[config.mk]
export PLATFORM = sky130hd
export DESIGN_NAME = tec_timer
export DESIGN_NICKNAME = d
export VERILOG_FILES = /design/src/verilog/tec_pkg.sv /design/src/verilog/tec_timer.sv /design/src/verilog/tec_prescaler.sv
export VERILOG_INCLUDE_DIRS = /design/src /design/src/verilog
export SDC_FILE = /design/constraint.sdc
export NUM_CORES = 1
export LEC_CHECK = 0
export BUFFER_PORTS_ARGS = -buffer_cell sky130_fd_sc_hd__buf_4
export CORE_ASPECT_RATIO = 1.75
export CORE_UTILIZATION = 25
export DETAILED_ROUTE_END_ITERATION = 8
export PLACE_DENSITY = 0.53
export SETUP_SLACK_MARGIN = 0.3
export SLEW_MARGIN = 15
export SYNTH_ARGS = -nofsm -noshare
export SYNTH_HDL_FRONTEND = slang
export SYNTH_SLANG_ARGS = --single-unit
[constraint.sdc]
create_clock -name ref_clk -period 2.9 [get_ports ref_clk]
set_input_delay 0.435 -clock ref_clk [delete_from_list [all_inputs] [get_ports ref_clk]]
set_output_delay 0.435 -clock ref_clk [all_outputs]
set_load 0.005 [all_outputs]
[src/verilog/tec_map.svh]
`ifndef TEC_MAP_SVH
`define TEC_MAP_SVH
// Notes on behaviour
// - timer and pulse modes count prescaled clock; event mode counts pin edges
// - control bits 0..2 pick prescale ratio; ignored when pin is clock
// - counter steps up by one per clock pulse or qualifying pin edge
// - on wrap past FFH: overflow pulse, request, reload from preload, keep counting
// - preload write while stopped also loads the counter at once
// - preload write while running waits for next overflow to reach counter
// - control bits 7:6 select operating mode
// - control bit 4 runs the counter when one, stops it when zero
// - mode 01 is event counting, pin edges bypass the prescaler
// - event mode: edge select 0 counts rising, 1 counts falling edges
// - event mode counts during power-down; overflow raises request and wake-up
// - mode 11 is pulse width measurement on the prescaled clock
// - pulse mode: enable only arms; counting starts on an active pin edge
// - pulse mode: edge 0 counts low pulse, edge 1 counts high pulse
// - pulse mode: enable auto-clears when pin returns, count stays readable
// - timer and event modes never clear the enable bit by hardware
// - after pulse end, pin edges ignored until software sets enable again
// - pulse mode acts on pin transitions; overflow reloads and continues
// - overflow request forwarded only while interrupt enable bit is one
// - counter clock inhibited during count read or preload write access
// - software sets mode bits before enable, not in the same write
//==========================================================
// register map (byte offsets on the bus)
`define TEC_ADDR_COUNT     4'h0
`define TEC_ADDR_CONTROL   4'h4
`define TEC_ADDR_INTEN     4'h8
`define TEC_ADDR_STATUS    4'hC
//==========================================================
// control field positions
`define TEC_PSC_LSB        0
`define TEC_PSC_MSB        2
`define TEC_EDGE_BIT       3
`define TEC_RUN_BIT        4
`define TEC_MODE_LSB       6
`define TEC_MODE_MSB       7
`define TEC_CONTROL_RESET  8'h00
`define TEC_PRELOAD_RESET  8'h00
`define TEC_COUNT_FULL     8'hFF
`define TEC_PSC_WIDTH      8
`endif

[src/verilog/tec_pkg.sv]
package tec_pkg;
	typedef enum logic [1:0]
	{
		TEC_MODE_OFF   = 2'h0,
		TEC_MODE_EVENT = 2'h1,
		TEC_MODE_TIMER = 2'h2,
		TEC_MODE_PULSE = 2'h3
	} tec_mode_e;

	typedef enum logic [2:0]
	{
		TEC_PW_IDLE  = 3'h1,
		TEC_PW_ARMED = 3'h2,
		TEC_PW_COUNT = 3'h4
	} tec_pw_e;

	typedef struct packed
	{
		tec_mode_e  modeSelect;
		logic       spare;
		logic       runEnable;
		logic       edgeSelect;
		logic [2:0] prescaleSelect;
	} tec_control_s;
endpackage

[src/verilog/tec_timer.sv]
`timescale 1ns/1ns
`include "tec_map.svh"
// 8-bit timer / event counter with wishbone register access
module tec_timer
	import tec_pkg::*;
(
	input  wire logic        ref_clk,
	input  wire logic        rst_n,
	input  wire logic        wb_cyc_i,
	input  wire logic        wb_stb_i,
	input  wire logic        wb_we_i,
	input  wire logic [3:0]  wb_adr_i,
	input  wire logic [3:0]  wb_sel_i,
	input  wire logic [31:0] wb_dat_i,
	output logic      [31:0] wb_dat_o,
	output logic             wb_ack_o,
	output logic             wb_err_o,
	input  wire logic        timerPin,
	input  wire logic        powerDown,
	output logic             overflow,
	output logic             timerIrq,
	output logic             wakeUp
);
	tec_control_s control;
	tec_control_s next_control;
	logic [7:0]   preload;
	logic [7:0]   next_preload;
	logic [7:0]   count;
	logic [7:0]   next_count;
	logic         intEnable;
	logic         next_intEnable;
	logic         pendFlag;
	logic         next_pendFlag;
	tec_pw_e      pwState;
	tec_pw_e      next_pwState;
	logic         pinLast;
	logic         ack;
	logic         next_ack;
	logic [31:0]  rdData;
	logic [31:0]  next_rdData;
	logic         ovf;
	logic         next_ovf;
	logic         psTick;
	logic         psActive;
	logic         access;
	logic         wrLane;
	logic         mapped;
	logic         inhibit;
	logic         pinRise;
	logic         pinFall;
	logic         edgeActive;
	logic         edgeReturn;
	logic         step;

	//==========================================================
	// bus decode
	always_comb
	begin
		access = wb_cyc_i && wb_stb_i && !ack;
		wrLane = wb_we_i && wb_sel_i[0];
		mapped = (wb_adr_i == `TEC_ADDR_COUNT) || (wb_adr_i == `TEC_ADDR_CONTROL)
			|| (wb_adr_i == `TEC_ADDR_INTEN) || (wb_adr_i == `TEC_ADDR_STATUS);
		// short inhibit keeps a read value stable; a few lost counts are tolerated
		inhibit = access && (wb_adr_i == `TEC_ADDR_COUNT);
	end

	//==========================================================
	// pin edges; pin is synchronous, one stage of history is enough
	always_comb
	begin
		pinRise = timerPin && !pinLast;
		pinFall = !timerPin && pinLast;
		edgeActive = control.edgeSelect ? pinRise : pinFall;
		edgeReturn = control.edgeSelect ? pinFall : pinRise;
	end

	assign psActive = control.runEnable
		&& (control.modeSelect == TEC_MODE_TIMER
		|| (control.modeSelect == TEC_MODE_PULSE && pwState == TEC_PW_COUNT));

	tec_prescaler u_prescaler
	(
		.ref_clk        (ref_clk),
		.rst_n          (rst_n),
		.active         (psActive),
		.prescaleSelect (control.prescaleSelect),
		.tick           (psTick)
	);

	//==========================================================
	// count step selection per mode
	always_comb
	begin
		step = 1'b0;
		unique case (control.modeSelect)
			TEC_MODE_OFF:   step = 1'b0;
			TEC_MODE_TIMER: step = control.runEnable && psTick;
			// event edges bypass the prescaler and keep going in power-down
			TEC_MODE_EVENT: step = control.runEnable
				&& (control.edgeSelect ? pinFall : pinRise);
			TEC_MODE_PULSE: step = control.runEnable && psTick;
		endcase
		if (inhibit)
			step = 1'b0;
	end

	//==========================================================
	// pulse measurement sequencer
	always_comb
	begin
		next_pwState = pwState;
		if (control.modeSelect != TEC_MODE_PULSE || !control.runEnable)
			next_pwState = TEC_PW_IDLE;
		else
			unique case (pwState)
				TEC_PW_IDLE:  next_pwState = TEC_PW_ARMED;
				TEC_PW_ARMED: if (edgeActive) next_pwState = TEC_PW_COUNT;
				TEC_PW_COUNT: if (edgeReturn) next_pwState = TEC_PW_IDLE;
				default:      next_pwState = TEC_PW_IDLE;
			endcase
	end

	//==========================================================
	// counter and preload: step, wrap and software load
	always_comb
	begin
		next_count = count;
		next_preload = preload;
		next_ovf = 1'b0;
		if (step)
		begin
			if (count == `TEC_COUNT_FULL)
			begin
				next_count = preload;
				next_ovf = 1'b1;
			end
			else
				next_count = count + 8'h01;
		end
		// a load shares its edge with the take; the step is inhibited then, so no clash
		if (access && wrLane && (wb_adr_i == `TEC_ADDR_COUNT))
		begin
			next_preload = wb_dat_i[7:0];
			if (!control.runEnable)
				next_count = wb_dat_i[7:0];
		end
	end

	//==========================================================
	// control, interrupt enable and pending flag
	always_comb
	begin
		next_control = control;
		next_intEnable = intEnable;
		next_pendFlag = pendFlag;
		// hardware clears run only at the end of a measured pulse
		if (control.modeSelect == TEC_MODE_PULSE && pwState == TEC_PW_COUNT && edgeReturn)
			next_control.runEnable = 1'b0;
		if (access && wrLane)
		begin
			unique case (wb_adr_i)
				// mode and run may land in one write; ordering them is left to software
				`TEC_ADDR_CONTROL: next_control = tec_control_s'(wb_dat_i[7:0]);
				`TEC_ADDR_INTEN:   next_intEnable = wb_dat_i[0];
				`TEC_ADDR_STATUS:  if (wb_dat_i[0]) next_pendFlag = 1'b0;
				default:           next_intEnable = intEnable;
			endcase
		end
		// a clear in the overflow cycle loses, so no request is dropped
		if (next_ovf)
			next_pendFlag = 1'b1;
	end

	//==========================================================
	// bus answer: one-cycle ack, error on unmapped word
	always_comb
	begin
		next_ack = access;
		next_rdData = 32'h0000_0000;
		unique case (wb_adr_i)
			`TEC_ADDR_COUNT:   next_rdData = {24'h00_0000, count};
			`TEC_ADDR_CONTROL: next_rdData = {24'h00_0000, control};
			`TEC_ADDR_INTEN:   next_rdData = {31'h0000_0000, intEnable};
			`TEC_ADDR_STATUS:  next_rdData = {30'h0000_0000, control.runEnable, pendFlag};
			default:           next_rdData = 32'h0000_0000;
		endcase
	end

	//==========================================================
	// bus answer registers
	always_ff @(posedge ref_clk)
	begin
		if (!rst_n)
		begin
			ack    <= 1'b0;
			rdData <= 32'h0000_0000;
		end
		else
		begin
			ack    <= next_ack;
			rdData <= next_rdData;
		end
	end

	//==========================================================
	// counter, preload and overflow pulse registers
	always_ff @(posedge ref_clk)
	begin
		if (!rst_n)
		begin
			count   <= 8'h00;
			preload <= `TEC_PRELOAD_RESET;
			ovf     <= 1'b0;
		end
		else
		begin
			count   <= next_count;
			preload <= next_preload;
			ovf     <= next_ovf;
		end
	end

	//==========================================================
	// control, interrupt enable and pending flag registers
	always_ff @(posedge ref_clk)
	begin
		if (!rst_n)
		begin
			control   <= tec_control_s'(`TEC_CONTROL_RESET);
			intEnable <= 1'b0;
			pendFlag  <= 1'b0;
		end
		else
		begin
			control   <= next_control;
			intEnable <= next_intEnable;
			pendFlag  <= next_pendFlag;
		end
	end

	//==========================================================
	// pulse sequencer state and pin history
	// pin history resets low; a pin idling high would show one false rise after reset
	always_ff @(posedge ref_clk)
	begin
		if (!rst_n)
		begin
			pwState <= TEC_PW_IDLE;
			pinLast <= 1'b0;
		end
		else
		begin
			pwState <= next_pwState;
			pinLast <= timerPin;
		end
	end

	//==========================================================
	// outputs
	assign wb_ack_o = ack && mapped;
	assign wb_err_o = ack && !mapped;
	assign wb_dat_o = rdData;
	assign overflow = ovf;
	assign timerIrq = pendFlag && intEnable;
	assign wakeUp   = ovf && powerDown;
endmodule // tec_timer

[src/verilog/tec_prescaler.sv]
`timescale 1ns/1ns
`include "tec_map.svh"
// divider, cleared while inactive, producing one tick every 2^(sel+1) system clocks
module tec_prescaler
	import tec_pkg::*;
(
	input  wire logic       ref_clk,
	input  wire logic       rst_n,
	input  wire logic       active,
	input  wire logic [2:0] prescaleSelect,
	output logic            tick
);
	logic [`TEC_PSC_WIDTH-1:0] div;
	logic [`TEC_PSC_WIDTH-1:0] next_div;
	logic [`TEC_PSC_WIDTH-1:0] mask;

	//==========================================================
	// divide chain
	always_comb
	begin
		mask = 8'(({1'b0, 8'h01} << ({1'b0, prescaleSelect} + 4'h1)) - 9'h001);
		next_div = active ? div + 8'h01 : 8'h00;
		tick = active && ((div & mask) == mask);
	end

	always_ff @(posedge ref_clk)
	begin
		if (!rst_n)
			div <= 8'h00;
		else
			div <= next_div;
	end
endmodule // tec_prescaler

==> impl_results.md <==
- Synthesis-to-finish area growth: 21.2%
- GP Congestion: 0.848
- Antenna cells: 0
- Detail Placement HPWL: 5.31 mm
- Static Leak: 1.32 nW
- FF+latch count, synth: 48
- I/O pin total: 84
- Slew @ Worst Pin: 0.610 ns
- Worst-Skew Late Latency: 0.29 ns
- Cts bufs inserted: 5
- Status: finished, final reports clean
- Top Layer Used: met4
- Clock buffer depth: 2
- M1 WL: 2.79 mm
- Final worst-path setup slack: 0.443 ns
- Met2 WL: 3.91 mm
- Final hold vios: 0
- Capturing element type of the critical path: register
- Most used DFF post-synth: dfxtp_1
- PortBufs: 32
- Via count: 2362
- Post-route cell area: 0.00326 mm²
- Pre-antenna DRT Iters: 4
- Slowest stage delay, CP: 0.38 ns
- RSZ-0062 raised after global routing: false
- Area after DPL: 0.00299 mm²
- Cells after Synth: 322
- Tcrit/Tclk final: 0.847
- GRT Total Usage: 0.133
- Power per Cell Area: 485 mW/mm²
- Arrival @ worst endpoint: 2.69 ns
- Routed Antenna Nets: 0
- Grt ovf: 0
- Minimum clock period: 2.46 ns
- DRC viols: 0
- Drt total wl: 7.19 mm
- FP Rows: 49
- Startpoint Class: register
- Layout Skew: 0.00614 ns
- Worst path top cell family by delay: simple AND/OR/NAND/NOR gates
- Worst slew margin relative to its limit: 0.592
- Critical path buffers and inverters: 1
- Initial DRC Count: 165
- Synth Cell Area: 0.00269 mm²
- Setup Crit Path Kind: register to register
- Fillers: 1101
- Sequential area share after synthesis: 0.358
- Starting Density: 0.259
- Clock Tree Root: clkbuf_16
- Die Span X: 80.4 µm
- Antenna violations before repair: 0
- Average size of a mapped cell: 8.34 µm²
- Worst-path clk slew: 0.07 ns
- Die Ht: 139 µm
- DR WL/cell: 15.0 µm
- # nets final: 403
- Htree depth: 2
- Number of global-route vias before repair: 2219
- Max FO, Critical Path: 13
- Cell Chain, Critical Path: or3_4, ha_4, nor4b_1, a311oi_2, o311ai_4, o31ai_4, buf_12, and2_2, and3_1
- Max Transition Viols Final: 0
- Layout cells sized above 1: 0.181
- First-pass GRT wire length: 11.3 mm
- CTS tree: done
- Clk sinks: 48
- Total Die Area: 0.0112 mm²
- Number of synthesized flops with an enable pin: 0
- Core Box Area: 0.0104 mm²
- Required @ worst endpoint: 3.13 ns
- Synth Warn #: 0
- Met3 WL post-DR: 310 µm
- Slowest-stage cell, CP: or3_4
- Ys async rst share: 0
- Peak VDD IR: 0.000341 V
- MaxCap Viol Count: 0
- Sum Neg Setup Slack: 0 ns
- Largest net degree at the start of global routing: 19
- Pre-CTS setup slack: 0.302 ns
- Avg Vias per Cell: 4.91
- Unique masters post-synth: 59
- Final setup fails: 0
- Hold WC Path Type: primary input to register
- Max Freq: 0.407 GHz
worst paths after layout:
| kind | start | to | slack (ns) | depth (start not counted) |
|---|---|---|---|---|
| worst max-delay path | control[1] | overflow | 0.44 | 9 |
| worst min register to register | preload[7] | preload[7] | 0.46 | 2 |
| worst max register to register | control[1] | overflow | 0.44 | 9 |
| worst min-delay path | timerPin | pinLast | 0.37 | 2 |
layer usage:
| layer | vias to the layer above | global-route usage |
|---|---|---|
| li1 | 1162 | - |
| met1 | 1122 | 0.140 |
| met2 | 69 | 0.250 |
| met3 | 9 | 0.0243 |
| met4 | 0 | 0.0564 |
| met5 | - | 0 |
cell usage in the layout, fill, tap and decap left out, types with 3 or more instances in the layout:
| cell | instances |
|---|---|
| a22oi_1 | 3 |
| o21ai_0 | 8 |
| a21oi_1 | 18 |
| conb_1 | 25 |
| buf_4 | 41 |
| nor2_1 | 35 |
| nand2_1 | 21 |
| xor2_1 | 4 |
| nor3b_1 | 3 |
| xnor2_1 | 3 |
| nor3_1 | 7 |
| dfxtp_1 | 47 |
| bufinv_16 | 3 |
| nand3_1 | 25 |
| a31oi_1 | 4 |
| o211ai_1 | 4 |
| mux2i_1 | 16 |
| nand3b_1 | 3 |
| and2_1 | 5 |
| inv_1 | 8 |
| and3_1 | 10 |
| nand4_1 | 7 |
| clkbuf_16 | 5 |
what timing repair did:
item,4_1_cts,5_1_grt
setup endpoints to repair,2,8
hold buffers,0,0
pin swaps,0,3
gates resized for setup,1,6
buffers inserted,0,2
worst reg2reg max path, cell delays in order, from the launching register on:
cell and delay [ns]:
dfxtp_2 0.35, or3_4 0.38, ha_4 0.20, nor4b_1 0.15
a311oi_2 0.32, o311ai_4 0.18, o31ai_4 0.26, buf_12 0.18
and2_2 0.21, and3_1 0.17
metrics by stage:
stage | hold slack (ns) | util | total power, mW | std cells
CTS | 0.371 | 0.309 | 1.60 | 479
finish | 0.373 | 0.314 | 1.58 | 481
global route | 0.389 | 0.314 | 1.63 | 481
floorplan | 0.434 | - | 0.740 | 345
global placement | 0.446 | 0.288 | 0.756 | 471
detailed placement | 0.447 | 0.288 | 0.757 | 471
sequential cells by signal, indices dropped and copies added, names as in the netlist:
| signal | count |
|---|---|
| control | 8 |
| count | 8 |
| preload | 8 |
| u_prescaler.div | 8 |
| wb_dat_o | 8 |
| pwState | 3 |
| ack | 1 |
| intEnable | 1 |
| overflow | 1 |
| pendFlag | 1 |
| pinLast | 1 |
cell families after synthesis:
family,count (synthesis),synth area share
other,2,0.00280
AND/OR/NAND/NOR,138,0.264
AO/OA/AOI/OAI,57,0.159
buffers and inverters,49,0.106
multiplexers,18,0.0736
flip-flops,48,0.358
XOR/XNOR,7,0.0228
adder cells (fa/ha/maj),3,0.0140
layout make-up:
class | instances | area, µm² | area share
Clock inverter | 3 | 90.1 | 0.0277
Multi-Input combinational cell | 248 | 1560 | 0.480
Clock buffer | 5 | 125 | 0.0384
Tap cell | 127 | 159 | 0.0488
Inverter | 8 | 30.0 | 0.00922
Sequential cell | 48 | 962 | 0.296
Timing Repair Buffer | 42 | 328 | 0.101
where the power goes:
part / internal [mW] / switching (mW) / leakage (nW)
clock network: 0.581 / 0.256 / 0.104
registers: 0.661 / 0.00172 / 0.387
logic: 0.0311 / 0.0494 / 0.828
synth_stat cells, drive strengths merged (5+ instances only):
cell type  number  share of area
inv             8          0.011
nor2           35          0.049
dfxtp          48           0.36
nor3            7          0.013
buf            28          0.076
nand4           7          0.016
a31oi           5          0.017
a21oi          18          0.034
nand3          25          0.047
mux2i          16          0.060
and3           10          0.023
o21ai           8          0.015
and2            6          0.014
clkbuf         13          0.019
nand2          22          0.032
(Power assumes the default switching activity.)
